[src/verilog/t1_diag_map.svh]
// Register offsets, field positions, reset values and timing counts
`ifndef T1_DIAG_MAP_SVH
`define T1_DIAG_MAP_SVH

`define T1_LINE_HZ        1544000
`define EIGHTH_SEC_MS     125
`define EIGHTHS_PER_SEC   8
`define LOOP_CODE_SEC     5

`define REG_CTRL          12'h000
`define REG_TIMEOUT       12'h004
`define REG_STATUS        12'h008

`define CTRL_LOCAL        0
`define CTRL_REMOTE       1
`define CTRL_UNFRAMED     2
`define CTRL_D4           3
`define CTRL_PAT_LO       4
`define CTRL_PAT_HI       5
`define CTRL_ERR_INS      6
`define CTRL_RESET        7'h08
`define TIMEOUT_RESET     4'h3
`define TIMEOUT_NEVER     4'h9

`define LOOP_TO_5M        14'h012c
`define LOOP_TO_10M       14'h0258
`define LOOP_TO_15M       14'h0384
`define LOOP_TO_30M       14'h0708
`define LOOP_TO_45M       14'h0a8c
`define LOOP_TO_1H        14'h0e10
`define LOOP_TO_90M       14'h1518
`define LOOP_TO_2H        14'h1c20
`define LOOP_TO_3H        14'h2a30

`endif

[src/verilog/t1_diag_pkg.sv]
// Types shared by the loop and pattern diagnostic block
`default_nettype none
package t1_diag_pkg;

  typedef enum logic [1:0] {
    PAT_OFF  = 2'b00,
    PAT_511  = 2'b01,
    PAT_2047 = 2'b10,
    PAT_QUASI_RANDOM_PATTERN = 2'b11
  } pattern_t;

  typedef struct packed {
    logic frameSyncLost;
    logic txClkLost;
    logic frameLost;
    logic aisAlarm;
    logic raiAlarm;
    logic framingBitErr;
    logic excessZeros;
    logic ctrlSlip;
    logic severeErr;
  } framer_status_t;

  typedef struct packed {
    logic lineLoop;
    logic payloadLoop;
    logic deactivate;
  } fdl_cmd_t;

  typedef struct packed {
    logic txBitLamp;
    logic rxBitLamp;
    logic sync_loss_lamp;
    logic alarm_lamp;
    logic errorLamp;
    logic test_lamp;
  } lamps_t;

  typedef struct packed {
    logic local_analog_loop;
    logic remote_digital_loop;
    logic lineLoop;
    logic payloadLoop;
  } loop_ctl_t;

endpackage
`default_nettype wire

[src/verilog/t1_loop_and_bert_diag.sv]
// Lamp, loopback and bit error rate test logic of a T1 service unit
//
// Summary of operation
// - Transmit lamp follows sent bit value
// - Bit lamps only in active timeslots
// - Receive lamp follows received bit value
// - Sync-loss lamp lit on lost synchronization
// - Unframed: sync-loss lamp shows transmit clock
// - Alarm lamp blinks half-second on alarms
// - Error lamp on framer or pattern errors
// - Error lamp held while pattern mismatches
// - Error insertion blinks error lamp each second
// - Test lamp cadence depends on test mode
// - Loops start from register or terminal leads
// - Local loop returns terminal data
// - Remote loop commands far unit loopback
// - D4 10000 code for 5s: loop up
// - D4 100 code for 5s: loop down
// - ESF line loop message loops line side
// - ESF payload message loops after framer
// - Universal deactivate clears central-office loops
// - Three selectable patterns, generator and checker
// - Checker reports error-free or bit-error result
// - Error insertion corrupts transmitted pattern bits
// - Pattern runs alongside local or remote loop
// - Loops end after selectable timeout, default 30min
`timescale 1ns/1ps
`include "t1_diag_map.svh"
`default_nettype none
module t1_loop_and_bert_diag #(
  parameter int EIGHTH_LINE_CLKS = `T1_LINE_HZ / 1000 * `EIGHTH_SEC_MS
) (
  input  wire logic                        sys_clk,
  input  wire logic                        rst_n,
  input  wire logic [11:0]                 paddr,
  input  wire logic                        psel,
  input  wire logic                        penable,
  input  wire logic                        pwrite,
  input  wire logic [31:0]                 pwdata,
  output var  logic [31:0]                 prdata,
  output var  logic                        pready,
  output var  logic                        pslverr,
  input  wire logic                        lineClk,
  input  wire logic                        txData,
  input  wire logic                        rxData,
  input  wire logic                        slotActive,
  input  wire logic                        local_loop_request,
  input  wire logic                        remote_loop_request,
  input  wire t1_diag_pkg::framer_status_t framerStatus,
  input  wire t1_diag_pkg::fdl_cmd_t       fdlCmd,
  output var  t1_diag_pkg::lamps_t         lamps,
  output var  t1_diag_pkg::loop_ctl_t      loops,
  output var  logic                        patBit,
  output var  logic                        patValid
);

  localparam int CODE_EIGHTHS = `LOOP_CODE_SEC * `EIGHTHS_PER_SEC;

  function automatic logic feedback(input logic [19:0] s, input t1_diag_pkg::pattern_t sel);
    unique case (sel)
      t1_diag_pkg::PAT_511:  feedback = s[8] ^ s[4];
      t1_diag_pkg::PAT_2047: feedback = s[10] ^ s[8];
      default:               feedback = s[19] ^ s[16];
    endcase
  endfunction

  function automatic logic [2:0] onesOf(input logic [4:0] v);
    onesOf = 3'({2'h0, v[0]} + {2'h0, v[1]} + {2'h0, v[2]} + {2'h0, v[3]} + {2'h0, v[4]});
  endfunction

  // Pin synchronisers
  logic [5:0] sync1_q, sync2_q, sync1_d, sync2_d;
  logic       lineClkPrev_q, lineClkPrev_d;
  logic       lineRise, txS, rxS, slotS, llrS, rlrS;

  always_comb begin
    sync1_d = {lineClk, txData, rxData, slotActive, local_loop_request, remote_loop_request};
    sync2_d = sync1_q;
    lineClkPrev_d = sync2_q[5];
    lineRise = sync2_q[5] & ~lineClkPrev_q;
    {txS, rxS, slotS, llrS, rlrS} = sync2_q[4:0];
  end

  always_ff @(posedge sys_clk) begin
    if (!rst_n) begin
      sync1_q <= 6'h00;
      sync2_q <= 6'h00;
      lineClkPrev_q <= 1'b0;
    end else begin
      sync1_q <= sync1_d;
      sync2_q <= sync2_d;
      lineClkPrev_q <= lineClkPrev_d;
    end
  end

  // Line-clock tick timing: eighth-second phase
  logic [17:0] tickCnt_q, tickCnt_d;
  logic [2:0]  phase_q, phase_d;
  logic        eighthTick, secTick;

  always_comb begin
    eighthTick = lineRise && (tickCnt_q == 18'(EIGHTH_LINE_CLKS - 1));
    secTick = eighthTick && (phase_q == 3'h7);
    tickCnt_d = tickCnt_q;
    phase_d = phase_q;
    if (lineRise) begin
      tickCnt_d = eighthTick ? 18'h00000 : tickCnt_q + 18'h00001;
    end
    if (eighthTick) begin
      phase_d = phase_q + 3'h1;
    end
  end

  always_ff @(posedge sys_clk) begin
    if (!rst_n) begin
      tickCnt_q <= 18'h00000;
      phase_q <= 3'h0;
    end else begin
      tickCnt_q <= tickCnt_d;
      phase_q <= phase_d;
    end
  end

  // Register file over APB
  logic [6:0]  ctrl_q, ctrl_d;
  logic [3:0]  toCode_q, toCode_d;
  logic [31:0] prdata_q, prdata_d;
  logic        pready_q, pready_d, pslverr_q, pslverr_d;
  logic        mapped, commit;
  logic [11:0] status;
  t1_diag_pkg::pattern_t patSel;

  always_comb begin
    mapped = (paddr == `REG_CTRL) || (paddr == `REG_TIMEOUT) || (paddr == `REG_STATUS);
    commit = psel && penable && pready_q;
    ctrl_d = ctrl_q;
    toCode_d = toCode_q;
    prdata_d = prdata_q;
    pslverr_d = 1'b0;
    pready_d = 1'b0;
    if (psel && penable && !pready_q) begin
      pready_d = 1'b1;
      pslverr_d = !mapped;
      unique case (paddr)
        `REG_CTRL:    prdata_d = {25'h0000000, ctrl_q};
        `REG_TIMEOUT: prdata_d = {28'h0000000, toCode_q};
        `REG_STATUS:  prdata_d = {20'h00000, status};
        default:      prdata_d = 32'h00000000;
      endcase
    end
    if (commit && pwrite && paddr == `REG_CTRL) begin
      ctrl_d = pwdata[6:0];
    end
    if (commit && pwrite && paddr == `REG_TIMEOUT && pwdata[3:0] <= `TIMEOUT_NEVER) begin
      toCode_d = pwdata[3:0];
    end
  end

  always_ff @(posedge sys_clk) begin
    if (!rst_n) begin
      ctrl_q <= `CTRL_RESET;
      toCode_q <= `TIMEOUT_RESET;
      prdata_q <= 32'h00000000;
      pready_q <= 1'b0;
      pslverr_q <= 1'b0;
    end else begin
      ctrl_q <= ctrl_d;
      toCode_q <= toCode_d;
      prdata_q <= prdata_d;
      pready_q <= pready_d;
      pslverr_q <= pslverr_d;
    end
  end

  // Pattern generator and checker
  logic [19:0] gen_q, gen_d, chk_q, chk_d;
  logic        insArm_q, insArm_d, errWin_q, errWin_d, patErr_q, patErr_d;
  logic        patBit_q, patBit_d, patValid_q, patValid_d;
  logic        patOn, genFb, genOut, expBit, mismatch;

  always_comb begin
    patSel = t1_diag_pkg::pattern_t'(ctrl_q[`CTRL_PAT_HI:`CTRL_PAT_LO]);
    patOn = patSel != t1_diag_pkg::PAT_OFF;
    genFb = feedback(gen_q, patSel) | (gen_q == 20'h00000);
    genOut = genFb;
    if (patSel == t1_diag_pkg::PAT_QUASI_RANDOM_PATTERN && gen_q[13:0] == 14'h0000) begin
      genOut = 1'b1;
    end
    expBit = feedback(chk_q, patSel);
    mismatch = lineRise && patOn && (rxS != expBit);
    gen_d = gen_q;
    chk_d = chk_q;
    insArm_d = insArm_q;
    patBit_d = patBit_q;
    patValid_d = patOn;
    if (lineRise && patOn) begin
      gen_d = {gen_q[18:0], genFb};
      chk_d = {chk_q[18:0], rxS};
      patBit_d = genOut ^ insArm_q;
      insArm_d = 1'b0;
    end
    if (secTick && ctrl_q[`CTRL_ERR_INS]) begin
      insArm_d = 1'b1;
    end
    if (eighthTick) begin
      patErr_d = errWin_q | mismatch;
      errWin_d = 1'b0;
    end else begin
      patErr_d = patErr_q | mismatch;
      errWin_d = errWin_q | mismatch;
    end
  end

  always_ff @(posedge sys_clk) begin
    if (!rst_n) begin
      gen_q <= 20'h00001;
      chk_q <= 20'h00000;
      insArm_q <= 1'b0;
      errWin_q <= 1'b0;
      patErr_q <= 1'b0;
      patBit_q <= 1'b0;
      patValid_q <= 1'b0;
    end else begin
      gen_q <= gen_d;
      chk_q <= chk_d;
      insArm_q <= insArm_d;
      errWin_q <= errWin_d;
      patErr_q <= patErr_d;
      patBit_q <= patBit_d;
      patValid_q <= patValid_d;
    end
  end

  // Loopback control, central-office codes and timeout
  logic [5:0]  hist_q, hist_d, upRun_q, upRun_d, dnRun_q, dnRun_d;
  logic [13:0] loopSec_q, loopSec_d, limit;
  logic        coLine_q, coLine_d, coPay_q, coPay_d, timedOut_q, timedOut_d;
  logic        d4Mode, upMatch, dnMatch, upFire, dnFire, localAct, remoteAct;
  logic        anyLoop, toHit;

  always_comb begin
    unique case (toCode_q)
      4'h0:    limit = `LOOP_TO_5M;
      4'h1:    limit = `LOOP_TO_10M;
      4'h2:    limit = `LOOP_TO_15M;
      4'h3:    limit = `LOOP_TO_30M;
      4'h4:    limit = `LOOP_TO_45M;
      4'h5:    limit = `LOOP_TO_1H;
      4'h6:    limit = `LOOP_TO_90M;
      4'h7:    limit = `LOOP_TO_2H;
      default: limit = `LOOP_TO_3H;
    endcase
    d4Mode = ctrl_q[`CTRL_D4];
    upMatch = (hist_q[5] == hist_q[0]) && (onesOf(hist_q[4:0]) == 3'h1);
    dnMatch = (hist_q[3] == hist_q[0]) && (onesOf({2'h0, hist_q[2:0]}) == 3'h1);
    upFire = d4Mode && eighthTick && upMatch && upRun_q == 6'(CODE_EIGHTHS - 1);
    dnFire = d4Mode && eighthTick && dnRun_q == 6'(CODE_EIGHTHS - 1);
    localAct = (ctrl_q[`CTRL_LOCAL] | llrS) & ~timedOut_q;
    remoteAct = (ctrl_q[`CTRL_REMOTE] | rlrS) & ~timedOut_q;
    anyLoop = localAct | remoteAct | coLine_q | coPay_q;
    toHit = anyLoop && secTick && toCode_q != `TIMEOUT_NEVER && loopSec_q + 14'h1 >= limit;
    hist_d = lineRise ? {hist_q[4:0], rxS} : hist_q;
    upRun_d = upRun_q;
    dnRun_d = dnRun_q;
    if (lineRise && !upMatch) begin
      upRun_d = 6'h00;
    end else if (eighthTick && upRun_q != 6'(CODE_EIGHTHS)) begin
      upRun_d = upRun_q + 6'h01;
    end
    if (lineRise && !dnMatch) begin
      dnRun_d = 6'h00;
    end else if (eighthTick && dnRun_q != 6'(CODE_EIGHTHS)) begin
      dnRun_d = dnRun_q + 6'h01;
    end
    loopSec_d = !anyLoop ? 14'h0000 : (secTick ? loopSec_q + 14'h0001 : loopSec_q);
    timedOut_d = timedOut_q;
    if (toHit) begin
      timedOut_d = 1'b1;
    end else if (!(ctrl_q[`CTRL_LOCAL] | llrS | ctrl_q[`CTRL_REMOTE] | rlrS)) begin
      timedOut_d = 1'b0;
    end
    coLine_d = coLine_q;
    coPay_d = coPay_q;
    if (dnFire || fdlCmd.deactivate || toHit) begin
      coLine_d = 1'b0;
      coPay_d = 1'b0;
    end
    if (upFire || (!d4Mode && fdlCmd.lineLoop)) begin
      coLine_d = 1'b1;
    end
    if (!d4Mode && fdlCmd.payloadLoop) begin
      coPay_d = 1'b1;
    end
  end

  always_ff @(posedge sys_clk) begin
    if (!rst_n) begin
      hist_q <= 6'h00;
      upRun_q <= 6'h00;
      dnRun_q <= 6'h00;
      loopSec_q <= 14'h0000;
      coLine_q <= 1'b0;
      coPay_q <= 1'b0;
      timedOut_q <= 1'b0;
    end else begin
      hist_q <= hist_d;
      upRun_q <= upRun_d;
      dnRun_q <= dnRun_d;
      loopSec_q <= loopSec_d;
      coLine_q <= coLine_d;
      coPay_q <= coPay_d;
      timedOut_q <= timedOut_d;
    end
  end

  // Lamps and loop outputs
  t1_diag_pkg::lamps_t    lamps_q, lamps_d;
  t1_diag_pkg::loop_ctl_t loops_q, loops_d;
  logic                   anyAlarm, frmErr;

  always_comb begin
    anyAlarm = framerStatus.frameSyncLost | framerStatus.frameLost |
               framerStatus.aisAlarm | framerStatus.raiAlarm;
    frmErr = framerStatus.framingBitErr | framerStatus.excessZeros |
             framerStatus.ctrlSlip | framerStatus.severeErr;
    lamps_d = lamps_q;
    if (lineRise) begin
      lamps_d.txBitLamp = slotS & txS;
      lamps_d.rxBitLamp = slotS & rxS;
    end
    lamps_d.sync_loss_lamp = ctrl_q[`CTRL_UNFRAMED] ? framerStatus.txClkLost
                                                    : framerStatus.frameSyncLost;
    lamps_d.alarm_lamp = anyAlarm & ~phase_q[2];
    lamps_d.errorLamp = frmErr | patErr_q | mismatch;
    if (patOn || remoteAct) begin
      lamps_d.test_lamp = 1'b1;
    end else if (coLine_q || coPay_q) begin
      lamps_d.test_lamp = phase_q != 3'h0;
    end else begin
      lamps_d.test_lamp = localAct && phase_q == 3'h0;
    end
    loops_d.local_analog_loop = localAct;
    loops_d.remote_digital_loop = remoteAct;
    loops_d.lineLoop = coLine_q;
    loops_d.payloadLoop = coPay_q;
    status = {lamps_q, patErr_q, timedOut_q, coPay_q, coLine_q, remoteAct, localAct};
  end

  always_ff @(posedge sys_clk) begin
    if (!rst_n) begin
      lamps_q <= '0;
      loops_q <= '0;
    end else begin
      lamps_q <= lamps_d;
      loops_q <= loops_d;
    end
  end

  assign prdata = prdata_q;
  assign pready = pready_q;
  assign pslverr = pslverr_q;
  assign lamps = lamps_q;
  assign loops = loops_q;
  assign patBit = patBit_q;
  assign patValid = patValid_q;
endmodule
`default_nettype wire

[config.mk]
export PLATFORM = sky130hd
export DESIGN_NAME = t1_loop_and_bert_diag
export DESIGN_NICKNAME = d
export VERILOG_FILES = /design/src/verilog/t1_diag_pkg.sv /design/src/verilog/t1_loop_and_bert_diag.sv
export VERILOG_INCLUDE_DIRS = /design/src /design/src/verilog
export SDC_FILE = /design/constraint.sdc
export NUM_CORES = 1
export LEC_CHECK = 0
export BUFFER_PORTS_ARGS = -buffer_cell sky130_fd_sc_hd__buf_2
export CAP_MARGIN = 40
export CORE_ASPECT_RATIO = 2
export CORE_MARGIN = 2
export CORE_UTILIZATION = 25
export CTS_CLUSTER_DIAMETER = 60
export DETAILED_ROUTE_END_ITERATION = 8
export PLACE_DENSITY = 0.43
export SLEW_MARGIN = 20
export SYNTH_ARGS = -nofsm -noshare
export SYNTH_HDL_FRONTEND = slang
export SYNTH_SLANG_ARGS = --single-unit
[constraint.sdc]
create_clock -name sys_clk -period 7.75 [get_ports sys_clk]
set_input_delay 0.3875 -clock sys_clk [delete_from_list [all_inputs] [get_ports sys_clk]]
set_output_delay 0.3875 -clock sys_clk [all_outputs]
set_load 0.01 [all_outputs]
* After elaboration in Yosys (flattened, before gate mapping)
Memory sizes are Yosys's and may differ from the RTL's. A register that Yosys moved wholly into a read port is not among the register bits. Cells that the tools add are included.
Cells by class: add/subtract/negate cells 9, multipliers 0, divide/modulo/power cells 0, $lt $le $gt $ge 2, eq/ne operators 18, shift operators 0, multiplexer cells 20, bitwise logic cells 35, reductions and logical operators 55
Operator list (number):
- $pmux 12 s3 | 1
- $logic_and 1x1->1 | 29
- $logic_not 20->1 | 1
- $add 18x1->18 const B | 1
- $eq 18x18->1 const B | 1
- $mux 18 | 1
- $or 1x1->1 | 18
- $add 14x1->14 const B | 1
- $ge 14x14->1 | 1
- $logic_not 14->1 | 1
- $mux 14 | 1
- $mux 1 | 13
- $add 6x1->6 const B | 2
- $eq 12x3->1 const B | 1
- $eq 12x4->1 const B | 1
- $eq 6x6->1 const B | 2
- $logic_not 12->1 | 1
- $ne 6x6->1 const B | 2
- $reduce_bool 2->1 | 4
- $logic_or 1x1->1 | 7
- $xor 1x1->1 | 7
- $add 3x1->3 | 2
- $and 1x1->1 | 6
- $eq 3x1->1 const B | 2
- other kinds (19) | 33
Word-level totals: register bits after elaboration 169, latch bits 0, RAM bits 0, memory bits (read-only) 88, input bits 67, output and inout bits 46, memories kept 1
Memories:
- (name not given) | words 8, bits a word 11, read ports 1, clocked after memory_dff 1, write ports 0, RTL line t1_loop_and_bert_diag.sv:242 | unique case (toCode_q)

* Depth between registers and ports, before layout
Gate-level depths: netlist (run 1).
word-level depth 11, gate-level depth with buffers 13, depth with buffers taken out 13

* Worst setup path after synthesis (run 1)
No wires, ideal clock.
path type flip-flop to flip-flop, from register loopSec_q[0], to register coPay_q, data arrival time 2569 ps, slack 5122 ps, stages on the path, launching flop included 14, path buffers 0, clock period less this slack 2628 ps, path through dfxtp_1 > ha_1 > nand3_2 > nor2_4 > nand4_2 > or2_1 > xnor2_1 > ha_1 > nand2_1 > nor2_1 > a211oi_1 > o211ai_1 > a311oi_1 > a22o_1
On the way: word-level cells in the longest chain between the ends 5
RTL lines:
- start, declared | RTL line t1_loop_and_bert_diag.sv:236 | logic [13:0] loopSec_q, loopSec_d, limit;
- start signal, assigned | RTL line t1_loop_and_bert_diag.sv:309 | loopSec_q <= loopSec_d;
- $add 14x1->14 | RTL line t1_loop_and_bert_diag.sv:261 | toHit = anyLoop && secTick && toCode_q != `TIMEOUT_NEVER && loopSec_q + 14'h1 >= limit;
- $ge 14x14->1 | RTL line t1_loop_and_bert_diag.sv:261
- $logic_and 1x1->1 | RTL line t1_loop_and_bert_diag.sv:261
- $logic_or 1x1->1 | RTL line t1_loop_and_bert_diag.sv:284 | if (dnFire || fdlCmd.deactivate || toHit) begin
- $reduce_bool 2->1 (no source line)
- end signal, assigned | RTL line t1_loop_and_bert_diag.sv:311 | coPay_q <= coPay_d;
- end, declared | RTL line t1_loop_and_bert_diag.sv:237 | logic coLine_q, coLine_d, coPay_q, coPay_d, timedOut_q, timedOut_d;
No other way between the ends. A chain may end at the register's enable or synchronous reset.

* Final worst setup path (run 1)
Same ends and word-level chain as after synthesis.

==> results of run 1 <==
-- path summary, 6_finish.rpt --
check                                 start                     to  depth (start not counted)
setup / recovery  loopSec_q[0]$_SDFFE_PN0P_   coPay_q$_SDFFE_PN0P_                         13
hold / removal                       txData  sync1_q[4]$_SDFF_PN0_                          2
setup reg to reg  loopSec_q[0]$_SDFFE_PN0P_   coPay_q$_SDFFE_PN0P_                         13
hold reg to reg       sync1_q[2]$_SDFF_PN0_  sync2_q[2]$_SDFF_PN0_                          1
-- state kept, by name (all words and copies together), names as in the netlist, 7 cells and up, named ones only --
| name | count |
|---|---|
| loopSec_q | 14 |
| tickCnt_q | 18 |
| chk_q | 20 |
| gen_q | 20 |
| prdata | 12 |
| ctrl_q | 7 |
-- cell usage in the layout, fill, tap and decap left out, types with 9 or more instances in the layout --
master,count
a21oi_1,66
clkbuf_16,17
nor2_1,90
nand3_1,23
xor2_1,20
dfxtp_1,160
nand2_1,145
xnor2_1,35
nand4_1,9
nor3_1,10
inv_1,23
buf_2,67
ha_1,33
o21ai_0,16
mux2i_1,22
conb_1,20
and2_1,20
-- report_power, final --
| group | switching [mW] | internal (mW) | total [mW] |
|---|---|---|---|
| clock network | 0.343 | 0.606 | 0.948 |
| logic | 0.0362 | 0.0176 | 0.0538 |
| registers | 0.00282 | 0.828 | 0.830 |
-- routing by layer --
layer	part of all wire	GRT usage	vias to the layer above
li1	-	-	2886
met1	0.50	0.151	2609
met2	0.45	0.170	109
met3	0.037	0.0256	17
met4	0.015	0.0383	0
met5	0	0	-
-- area by class of cell --
cell class	count	area share
Tap cell	360	0.0529
Sequential cell	160	0.376
Inverter	25	0.0110
Clock buffer	19	0.0509
Multi-Input combinational cell	616	0.435
Timing Repair Buffer	73	0.0461
Clock inverter	13	0.0273
-- cells by family after synthesis --
group,count (synthesis),synth area share
AO/OA/AOI/OAI,125,0.106
XOR/XNOR,55,0.0666
adder cells (fa/ha/maj),35,0.0626
buffers and inverters,79,0.0547
flip-flops,160,0.443
multiplexers,23,0.0320
other,1,0.000519
AND/OR/NAND/NOR,358,0.234
-- synth_stat cells, drive strengths merged (3+ instances only) --
cell type,n
mux2i,22
nor4b,3
buf,32
o21ai,18
nand3,25
inv,23
o21a,3
a22o,6
nor3b,3
a31oi,3
nor4,9
or3,5
a21oi,68
nor2,93
a22oi,6
nand4,10
xnor2,35
nand2,145
and4,5
clkbuf,22
dfxtp,160
nand2b,3
and2,20
nor2b,6
nor3,10
ha,33
o22ai,3
nand3b,3
xor2,20
and3,6
a211oi,3
-- through the flow --
stage,std cells,instance area (um^2),setup WS [ns]
after detailed placement,1233,7830,4.77
after CTS,1265,8490,4.75
after global routing,1266,8510,4.44
final,1266,8510,4.81
after floorplan,855,7300,5.12
after global placement,1233,7830,4.77
-- worst max-delay path: cells and delay by family (launching register included) --
| family | cells | cell delay (ns) |
|---|---|---|
| adder cells (fa/ha/maj) | 2 | 0.56 |
| AO/OA/AOI/OAI | 4 | 0.89 |
| AND/OR/NAND/NOR | 6 | 0.88 |
| XOR/XNOR | 1 | 0.14 |
| flip-flops | 1 | 0.41 |
==> out/qor.log, run 1 <==
qor: hold_path.hold_path_class in -> reg
qor: clock_network.cts_max_path_buffers 2
qor: route.antenna_left 0
qor: clock_network.clock-sinks 160
qor: worst_setup_path.cell_by_cell_listing_of_the_critical_path ha_1, nand3_2, nor2_4, nand4_2, or2_1, xnor2_1, ha_1, nand2_1, nor2_1, a211oi_1, o211ai_1, a311oi_1, a22o_1
qor: logic_synthesis.synth_ff_type dfxtp_1
qor: timing.final.hold.worst_slack 0.159 ns
qor: floorplanning.die-width 124 um
qor: logic_synthesis.yosysTopAreaCellShare 0.443
qor: status.status complete, no violations
qor: route.routed_wl 16300 um
qor: clock_network.tritoncts built
qor: logic_synthesis.netlist_top_cells_area dfxtp_1 44%, nand2_1 7.5%, ha_1 5.7%, nor2_1 4.7%, a21oi_1 4.6%
qor: power.vdd_ir_drop_max 144 uV
qor: clock_network.cts_max_level 4
qor: route.post_drt_via_cell_ratio 4.44
qor: logic_synthesis.part_of_the_yosys_area_used_for_sequential_elements 0.443
qor: final_layout.multiInputGateArea 0.00371 mm^2
qor: route.wire_per_inst 12.9 um
qor: power.power.total 1.83 mW
qor: route.drt_drc 0
qor: logic_synthesis.post_synth_num_cell_types 67
qor: timing.timing.max_slew.rel_slack 0.496
qor: worst_setup_path.r2r_slack 4.81 ns
qor: placed_design.detailedPlacementHpwl 11500 um
qor: timing.clock_skew 0.00838 ns
qor: worst_setup_path.cp.required 8.12 ns
qor: clock_network.hold_buffers 0
qor: placed_design.gp_routability_congestion 0.762
qor: logic_synthesis.post_synth_instance_area 0.00723 mm^2
qor: grt.antenna_violations_before_repair 0
qor: job.max_cap_violations 0
qor: logic_synthesis.synth.yosys.warnings 0
qor: worst_setup_path.worst_setup_path_start_kind flip-flop
qor: timing.final_hold_viol_count 0
qor: worst_setup_path.slowest_delay 0.41 ns
qor: logic_synthesis.synthDominantAreaCellType dfxtp_1
qor: final_layout.n_antenna_cell 0
qor: grt.grt_pass1_wl 27500 um
qor: worst_setup_path.critPathKind reg -> reg
qor: worst_setup_path.cp_slowest_cell dfxtp_1
qor: floorplanning.core 0.0286 mm^2
qor: route.drt_first_pass_iters 5
qor: power.power_per_standard_cell_area 215 mW/mm^2
qor: floorplanning.rows 88
qor: worst_setup_path.critPathMaxFanout 5
qor: timing.tns 0 ns
qor: final_layout.area.growth.synth_to_final 17.7%
qor: grt.via_count_of_the_first_global_routing_pass 5343
qor: final_layout.fillers 3062
qor: final_layout.layout-drive-gt1-share 0.130
qor: timing.grt_setup_unrepaired no
qor: worst_setup_path.critPathArrivalTime 3.31 ns
qor: grt.groute.usage.overall 0.111
qor: clock_network.post_cts_buffers 0
qor: power.cellLeakagePower 3.28 nW
qor: grt.total_global_routing_overflow 0
qor: logic_synthesis.synth_edf_count 0
qor: logic_synthesis.ys_seq_elements 160
qor: timing.number_of_max_slew_violations_in_the_final_report 0
qor: timing.clock.fmax 340 MHz
qor: timing.post-route-period-util 0.379
qor: logic_synthesis.synthesized_area_divided_by_synthesized_cell_count 8.65 um^2
qor: worst_setup_path.most_frequent_cell_on_critical_path ha_1
qor: clock_network.cts_root_buf clkbuf_16
qor: clock_network.cts_made_buffers 17
qor: floorplanning.initial_core_util 0.253
qor: grt.grt_start_max_net_pins 48
qor: logic_synthesis.synthArstFlopShare 0
qor: clock_network.clk_latency 0.43 ns
qor: floorplanning.die_area 0.0304 mm^2
qor: floorplanning.io_pins 113
qor: clock_network.path_clk_slew 0.06 ns
qor: final_layout.area.sequential 0.00320 mm^2
qor: timing.setup_viol_count_final 0
qor: timing.final_period_minus_worst_setup_slack 2.94 ns
qor: clock_network.cts_resized 0
qor: route.vias 5621
qor: final_layout.utilization 0.297
qor: placed_design.numPortBuffers 67
qor: final_layout.final_nets 995
qor: route.drt-initial-drc-count 244
qor: logic_synthesis.synthesized_instance_count 836
qor: floorplanning.die-height 245 um
qor: worst_setup_path.timing.critical_path.to_type flip-flop
qor: timing.max_slew.worst_pin.slew 0.749 ns
Power figures use the tool's default switching activity.
==> run 2, diff against run 1 <==
--- a/config.mk
+++ b/config.mk
@@ -6,6 +6,7 @@
 export SDC_FILE = /design/constraint.sdc
 export NUM_CORES = 1
 export LEC_CHECK = 0
+export ABC_AREA = 1
 export BUFFER_PORTS_ARGS = -buffer_cell sky130_fd_sc_hd__buf_2
 export CAP_MARGIN = 40
 export CORE_ASPECT_RATIO = 2
@@ -13,7 +14,7 @@
 export CORE_UTILIZATION = 25
 export CTS_CLUSTER_DIAMETER = 60
 export DETAILED_ROUTE_END_ITERATION = 8
-export PLACE_DENSITY = 0.43
+export PLACE_DENSITY = 0.42
 export SLEW_MARGIN = 20
 export SYNTH_ARGS = -nofsm -noshare
 export SYNTH_HDL_FRONTEND = slang
==> constraint.sdc (replaced) <==
create_clock -name sys_clk -period 2.9 [get_ports sys_clk]
set_input_delay 0.145 -clock sys_clk [delete_from_list [all_inputs] [get_ports sys_clk]]
set_output_delay 0.145 -clock sys_clk [all_outputs]
set_load 0.01 [all_outputs]
==> run 2 against run 1 <==
  * Critical path depth grew 2
  * Area after synthesis up 7.2%
  * Via count up 20%
  * Cell count rose by 21%
  * Sequential share of layout area decreased by 2.4 points
  * Sequential power rose to 2.7 times the previous value
  * Setup slack got worse by 4.5 ns
  * Sequential cell count is the same
  * Critical endpoint is now coLine_q$_SDFFE_PN0P_
  * Largest power group is now registers
  * Highest routed layer unchanged
==> out/qor.log, run 2 <==
qor: timing.final_hold_viol_count 0
qor: logic_synthesis.yosysTopAreaCellShare 0.413
qor: logic_synthesis.post_synth_mux_area_share 0
qor: floorplanning.initial_core_util 0.252
qor: logic_synthesis.synthDominantAreaCellType dfxtp_1
qor: logic_synthesis.synth-xor-area-share 0.0249
qor: timing.post-route-period-util 0.883
qor: logic_synthesis.synth_top_family_by_area simple AND/OR/NAND/NOR gates
qor: route.drt-initial-drc-count 196
qor: hold_path.timing.hold.worst.start framerStatus[0]
qor: grt.grt_pass1_wl 34500 um
qor: timing.number_of_max_slew_violations_in_the_final_report 0
qor: final_layout.n_antenna_cell 0
qor: placed_design.numPortBuffers 67
qor: grt.via_count_of_the_first_global_routing_pass 6677
qor: logic_synthesis.part_of_the_yosys_area_used_for_sequential_elements 0.413
qor: worst_setup_path.cp.required 3.24 ns
qor: final_layout.utilization 0.296
qor: placed_design.detailedPlacementHpwl 16600 um
qor: placed_design.gp_routability_congestion 0.804
qor: worst_setup_path.cp_slowest_cell dfxtp_1
qor: grt.antenna_violations_before_repair 0
qor: route.routed_wl 21400 um
qor: worst_setup_path.critPathArrivalTime 2.90 ns
qor: logic_synthesis.synth.yosys.warnings 0
qor: logic_synthesis.synth_simple_gate_area_frac 0.282
qor: worst_setup_path.worst_r2r_endpoint coLine_q$_SDFFE_PN0P_
qor: timing.tns 0 ns
qor: timing.timing.max_slew.rel_slack 0.550
qor: worst_setup_path.r2r_slack 0.34 ns
qor: clock_network.cts_root_buf clkbuf_16
qor: worst_setup_path.critPathKind reg -> reg
qor: floorplanning.die-width 129 um
qor: final_layout.layout.cells.most_common nand2_1
qor: worst_setup_path.worst_setup_path_start_kind flip-flop
qor: route.drt_first_pass_iters 4
qor: floorplanning.die_area 0.0325 mm^2
qor: route.antenna_left 0
qor: final_layout.area.growth.synth_to_final 17.4%
qor: floorplanning.rows 91
qor: clock_network.clock-sinks 160
qor: logic_synthesis.synth_most_common_cell nand2_1
qor: logic_synthesis.synth_edf_count 0
qor: worst_setup_path.critPathMaxFanout 5
qor: power.cellLeakagePower 4.13 nW
qor: hold_path.min_delay_worst_endpoint lamps[1]$_SDFF_PN0_
qor: logic_synthesis.synthesized_instance_count 1065
qor: timing.clock_skew 0.00849 ns
qor: logic_synthesis.synth_ff_type dfxtp_1
qor: timing.clock.fmax 390 MHz
qor: job.max_cap_violations 0
qor: logic_synthesis.synthArstFlopShare 0
qor: worst_setup_path.timing.critical_path.to_type flip-flop
qor: power.vdd_ir_drop_max 288 uV
qor: logic_synthesis.post_synth_instance_area 0.00775 mm^2
qor: final_layout.final_nets 1246
qor: clock_network.cts_max_path_buffers 2
qor: route.post_drt_via_cell_ratio 4.43
qor: floorplanning.io_pins 113
qor: logic_synthesis.synthAdderAreaFrac 0.0584
qor: floorplanning.core 0.0307 mm^2
qor: hold_path.holdPathStages 3
qor: final_layout.most-common-layout-cells 214 x nand2_1, 160 x dfxtp_1, 135 x nor2_1
qor: logic_synthesis.post_synth_num_cell_types 47
qor: clock_network.post_cts_buffers 0
qor: route.drt_drc 0
qor: timing.grt_setup_unrepaired no
qor: clock_network.path_clk_slew 0.06 ns
qor: timing.setup_viol_count_final 0
qor: timing.max_slew.worst_pin.slew 0.675 ns
qor: floorplanning.die-height 253 um
qor: logic_synthesis.ys_seq_elements 160
qor: timing.final_period_minus_worst_setup_slack 2.56 ns
qor: clock_network.tritoncts built
qor: logic_synthesis.synthesized_area_divided_by_synthesized_cell_count 7.28 um^2
qor: clock_network.cts_made_buffers 17
qor: status.status complete, no violations
qor: clock_network.cts_max_level 4
qor: worst_setup_path.r2r_cells 15
qor: worst_setup_path.cell_by_cell_listing_of_the_critical_path ha_1, nand3_1, nor3_2, nand2_1, nor2_1, xor2_1, inv_1, ha_1, nand3_1, a21oi_1, nor2_1, nand2_1, nand3_2, nand3_1, nand2_1
qor: grt.groute.usage.overall 0.139
qor: final_layout.layout-drive-gt1-share 0.134
qor: power.power_per_standard_cell_area 505 mW/mm^2
qor: grt.grt_start_max_net_pins 44
qor: worst_setup_path.r2r-start loopSec_q[0]$_SDFFE_PN0P_
qor: logic_synthesis.netlist_top_cells_area dfxtp_1 41%, nand2_1 10%, nor2_1 6.5%, inv_1 6.1%, ha_1 5.3%
qor: route.wire_per_inst 14.0 um
qor: hold_path.hold_path_class in -> reg
qor: logic_synthesis.synth_compound_area_frac 0.114
qor: grt.total_global_routing_overflow 0
qor: clock_network.clk_latency 0.44 ns
qor: final_layout.top_regs chk_q: 20 flops, gen_q: 20 flops, tickCnt_q: 18 flops
qor: worst_setup_path.slowest_delay 0.41 ns
qor: route.vias 6759
qor: logic_synthesis.post_synth_most_frequent_cells 214 x nand2_1, 160 x dfxtp_1, 135 x nor2_1
-- run 2: cells by family after synthesis --
group,Yosys count
DFF,160
AOI/OAI and AO/OA,168
and+or+nand+nor,488
other,1
buffers and inverters,191
adders and majority gates,35
xor gates and xnor gates,22
-- run 2: metrics by stage --
stage	power (mW)	instance area (um^2)	hold WS [ns]	instances	setup WS [ns]
final	4.60	9100	0.0141	1526	0.338
after global routing	4.77	9100	0.0391	1526	0.0302
after CTS	4.67	9090	0.00101	1526	0.0931
after detailed placement	2.46	8430	0.332	1486	0.130
after global placement	2.46	8430	0.329	1486	0.147
after floorplan	2.40	7820	0.243	1084	0.606
-- run 2: layout make-up --
cell class / count / area [um^2]
clock buffer: 22 / 464
timing repair buffer: 93 / 558
clock inverter: 7 / 87.6
inverter: 139 / 522
multi-input combinational: 733 / 3800
sequential: 160 / 3200
fill: 3425 / 21600
tap: 372 / 465
-- run 2: repair_timing --
item	4_1_cts	5_1_grt
hold buffers	11	0
endpoints found under the setup margin	0	3
endpoints found under the hold margin	10	0
gates resized for setup	0	2
-- run 2: worst max-delay path by stage --
stage          slack [ns]  cells past startpoint                      start                       to
2_1_floorplan        0.61                     10     hist_q[0]$_SDFFE_PN0P_  upRun_q[1]$_SDFFE_PP0P_
4_1_cts              0.09                     15  loopSec_q[0]$_SDFFE_PN0P_    coLine_q$_SDFFE_PN0P_
5_1_grt              0.03                     15  loopSec_q[0]$_SDFFE_PN0P_    coLine_q$_SDFFE_PN0P_
3_3_place_gp         0.15                     15  loopSec_q[0]$_SDFFE_PN0P_     coPay_q$_SDFFE_PN0P_
3_5_place_dp         0.13                     15  loopSec_q[0]$_SDFFE_PN0P_     coPay_q$_SDFFE_PN0P_
6_report             0.34                     15  loopSec_q[0]$_SDFFE_PN0P_    coLine_q$_SDFFE_PN0P_
-- run 2: critical path: cells and delay by family (launching register included) --
family,cells,cell delay [ns]
xor gates and xnor gates,1,0.20
buffers and inverters,1,0.06
DFF,1,0.41
adders and majority gates,2,0.49
AOI/OAI and AO/OA,1,0.13
and+or+nand+nor,10,1.15
-- run 2: where the power goes --
group | switching [mW] | total, mW | internal, mW | leakage (nW)
sequential | 0.0113 | 2.23 | 2.22 | 1.29
clock | 0.892 | 2.18 | 1.29 | 0.271
combinational | 0.125 | 0.191 | 0.0658 | 2.56
total | 1.03 | 4.60 | 3.57 | 4.13
-- run 2: per-layer routing --
| metal | up-vias | wire length (um) | track usage |
|---|---|---|---|
| li1 | 3513 | - | - |
| met1 | 3108 | 7860 | 0.135 |
| met2 | 107 | 12200 | 0.273 |
| met3 | 31 | 566 | 0.0254 |
| met4 | 0 | 767 | 0.0674 |
| met5 | - | 0 | 0 |
==> run 3, diff against run 2 <==
--- a/config.mk
+++ b/config.mk
@@ -9,12 +9,14 @@
 export ABC_AREA = 1
 export BUFFER_PORTS_ARGS = -buffer_cell sky130_fd_sc_hd__buf_2
 export CAP_MARGIN = 40
+export CELL_PAD_IN_SITES_DETAIL_PLACEMENT = 1
+export CELL_PAD_IN_SITES_GLOBAL_PLACEMENT = 1
 export CORE_ASPECT_RATIO = 2
 export CORE_MARGIN = 2
 export CORE_UTILIZATION = 25
 export CTS_CLUSTER_DIAMETER = 60
 export DETAILED_ROUTE_END_ITERATION = 8
-export PLACE_DENSITY = 0.42
+export PLACE_DENSITY = 0.54
 export SLEW_MARGIN = 20
 export SYNTH_ARGS = -nofsm -noshare
 export SYNTH_HDL_FRONTEND = slang
==> run 3 against run 2 <==
  * Non-clock buffer count decreased by 1
  * Setup slack improved by 0.020 ns
  * Via count increased by 1.4%
  * Clock-buffer cell count decreased by 2
  * Largest power group unchanged
  * Sequential cell count is the same
  * Global-route usage up 0.79 points
  * Hold slack better by 0.0086 ns
  * Largest cell class unchanged
  * Critical path depth grew 2
  * Clock skew shrank 0.0021 ns
  * Utilization grew 0.057 points
  * First-iteration DRC count is 14% lower
==> out/qor.log, run 3 (synthesized netlist as in run 2, its figures left out) <==
qor: floorplanning.io_pins 113
qor: route.post_drt_via_cell_ratio 4.48
qor: power.cellInternalPower 3.51 mW
qor: clock_network.post_cts_buffers 0
qor: final_layout.fillers 3850
qor: timing.tns 0 ns
qor: timing.clock_skew 0.00640 ns
qor: timing.grt_setup_unrepaired no
qor: clock_network.clock-sinks 160
qor: power.power_frac_seq 0.483
qor: final_layout.layout.cell_area.non_filler 0.00912 mm^2
qor: final_layout.most-common-layout-cells 214 x nand2_1, 160 x dfxtp_1, 135 x nor2_1
qor: clock_network.tritoncts built
qor: placed_design.numPortBuffers 67
qor: placed_design.detailedPlacementHpwl 17800 um
qor: worst_setup_path.worst_setup_path_start_kind flip-flop
qor: timing.timing.max_slew.rel_slack 0.509
qor: clock_network.clk_latency 0.44 ns
qor: worst_setup_path.critPathArrivalTime 2.88 ns
qor: final_layout.n_antenna_cell 0
qor: grt.grt_start_max_net_pins 70
qor: timing.final.hold.worst_slack 0.0227 ns
qor: timing.number_of_max_slew_violations_in_the_final_report 0
qor: final_layout.multiInputGateArea 0.00380 mm^2
qor: route.wire_per_inst 14.9 um
qor: job.max_cap_violations 0
qor: placed_design.place_inst 1484
qor: worst_setup_path.crit_start loopSec_q[6]$_SDFFE_PN0P_
qor: final_layout.utilization 0.297
qor: route.drt_drc 0
qor: timing.setup_viol_count_final 0
qor: route.drt-initial-drc-count 169
qor: final_layout.layout.cells.most_common nand2_1
qor: route.vias 6851
qor: floorplanning.die-height 253 um
qor: route.antenna_left 0
qor: power.power.share.switching 0.239
qor: final_layout.top_regs chk_q: 20 flops, gen_q: 20 flops, tickCnt_q: 18 flops
qor: final_layout.area.growth.synth_to_final 17.7%
qor: timing.max_slew.worst_pin.slew 0.736 ns
qor: clock_network.cts_made_buffers 17
qor: floorplanning.die_area 0.0325 mm^2
qor: timing.clock.fmax 393 MHz
qor: timing.final_hold_viol_count 0
qor: worst_setup_path.r2r-start loopSec_q[6]$_SDFFE_PN0P_
qor: floorplanning.die-width 129 um
qor: clock_network.path_clk_slew 0.07 ns
qor: power.vdd_ir_drop_max 365 uV
qor: power.clock_power_share 0.475
qor: grt.via_count_of_the_first_global_routing_pass 6950
qor: power.power_per_standard_cell_area 506 mW/mm^2
qor: route.routed_wl 22800 um
qor: hold_path.timing.hold.worst.start fdlCmd[1]
qor: timing.final_period_minus_worst_setup_slack 2.54 ns
qor: clock_network.cts_max_level 4
qor: route.drt_first_pass_iters 6
qor: floorplanning.initial_core_util 0.252
qor: clock_network.cts_max_path_buffers 2
qor: worst_setup_path.critPathMaxFanout 5
qor: grt.groute.usage.overall 0.147
qor: worst_setup_path.cp.required 3.24 ns
qor: timing.post-route-period-util 0.876
qor: final_layout.layout-drive-gt1-share 0.136
qor: status.status complete, no violations
qor: grt.total_global_routing_overflow 0
qor: final_layout.area.sequential 0.00320 mm^2
qor: placed_design.gp_routability_congestion 0.809
qor: power.power.net_switching 1.10 mW
qor: final_layout.final_nets 1245
qor: power.comb_power_share 0.042
qor: floorplanning.rows 91
qor: worst_setup_path.critPathKind reg -> reg
qor: clock_network.cts_root_buf clkbuf_16
qor: power.cellLeakagePower 4.12 nW
qor: final_layout.post_layout_cell_count 1528
qor: placed_design.place_area 0.00843 mm^2
qor: worst_setup_path.timing.critical_path.to_type flip-flop
qor: floorplanning.core 0.0307 mm^2
qor: hold_path.hold_path_class in -> reg
qor: grt.antenna_violations_before_repair 0
qor: grt.grt_pass1_wl 36400 um
==> run 3: worst max-delay path, cell delays in order (launching register included) <==
cell	delay (ns)
dfxtp_1	0.40
inv_1	0.08
nor3_1	0.33
nand3_1	0.11
nor2_1	0.15
nand2_1	0.07
nand2_1	0.09
inv_1	0.05
ha_1	0.29
nand2_1	0.08
inv_1	0.05
nand3_1	0.08
a21oi_1	0.14
nor2_1	0.06
nand2_1	0.05
nand3_1	0.20
nand3_1	0.15
nand2_1	0.06
==> run 3: metal layers <==
metal / GRT usage / routed length, um / vias up
li1: - / - / 3499
met2: 0.294 / 13200 / 79
met4: 0.0634 / 546 / 0
met1: 0.141 / 8440 / 3248
met5: 0 / 0 / -
met3: 0.0264 / 593 / 25
==> run 3: power by group through the flow <==
stage               clock, mW  combinational [mW]  sequential [mW]
floorplan                   0               0.122             2.28
global placement            0               0.183             2.28
detailed placement          0               0.184             2.28
CTS                      2.28               0.196             2.23
global route             2.36               0.216             2.23
finish                   2.19               0.192             2.23
==> run 3: area by class of cell <==
cell class,count,area share
clock inverter,12,0.0121
tap,372,0.0510
timing repair buffer,92,0.0620
clock buffer,20,0.0501
sequential,160,0.351
multi-input combinational,733,0.416
inverter,139,0.0572
==> run 3: path summary, 6_finish.rpt <==
check / end / slack, ns / depth (start not counted)
max: coLine_q$_SDFFE_PN0P_ / 0.36 / 17
min: coPay_q$_SDFFE_PN0P_ / 0.02 / 3
max reg2reg: coLine_q$_SDFFE_PN0P_ / 0.36 / 17
min reg2reg: sync2_q[3]$_SDFF_PN0_ / 0.41 / 2
==> run 3: stage by stage <==
stage	worst slack [ns]	power, mW
after floorplan	0.606	2.40
after global placement	0.309	2.46
after detailed placement	0.283	2.46
after CTS	0.249	4.70
after global routing	0.0398	4.80
final	0.358	4.61
==> run 3: what timing repair did <==
item	4_1_cts	5_1_grt
endpoints found under the setup margin	0	3
gates resized for setup	0	1
hold endpoints to repair	10	0
hold buffers	12	0
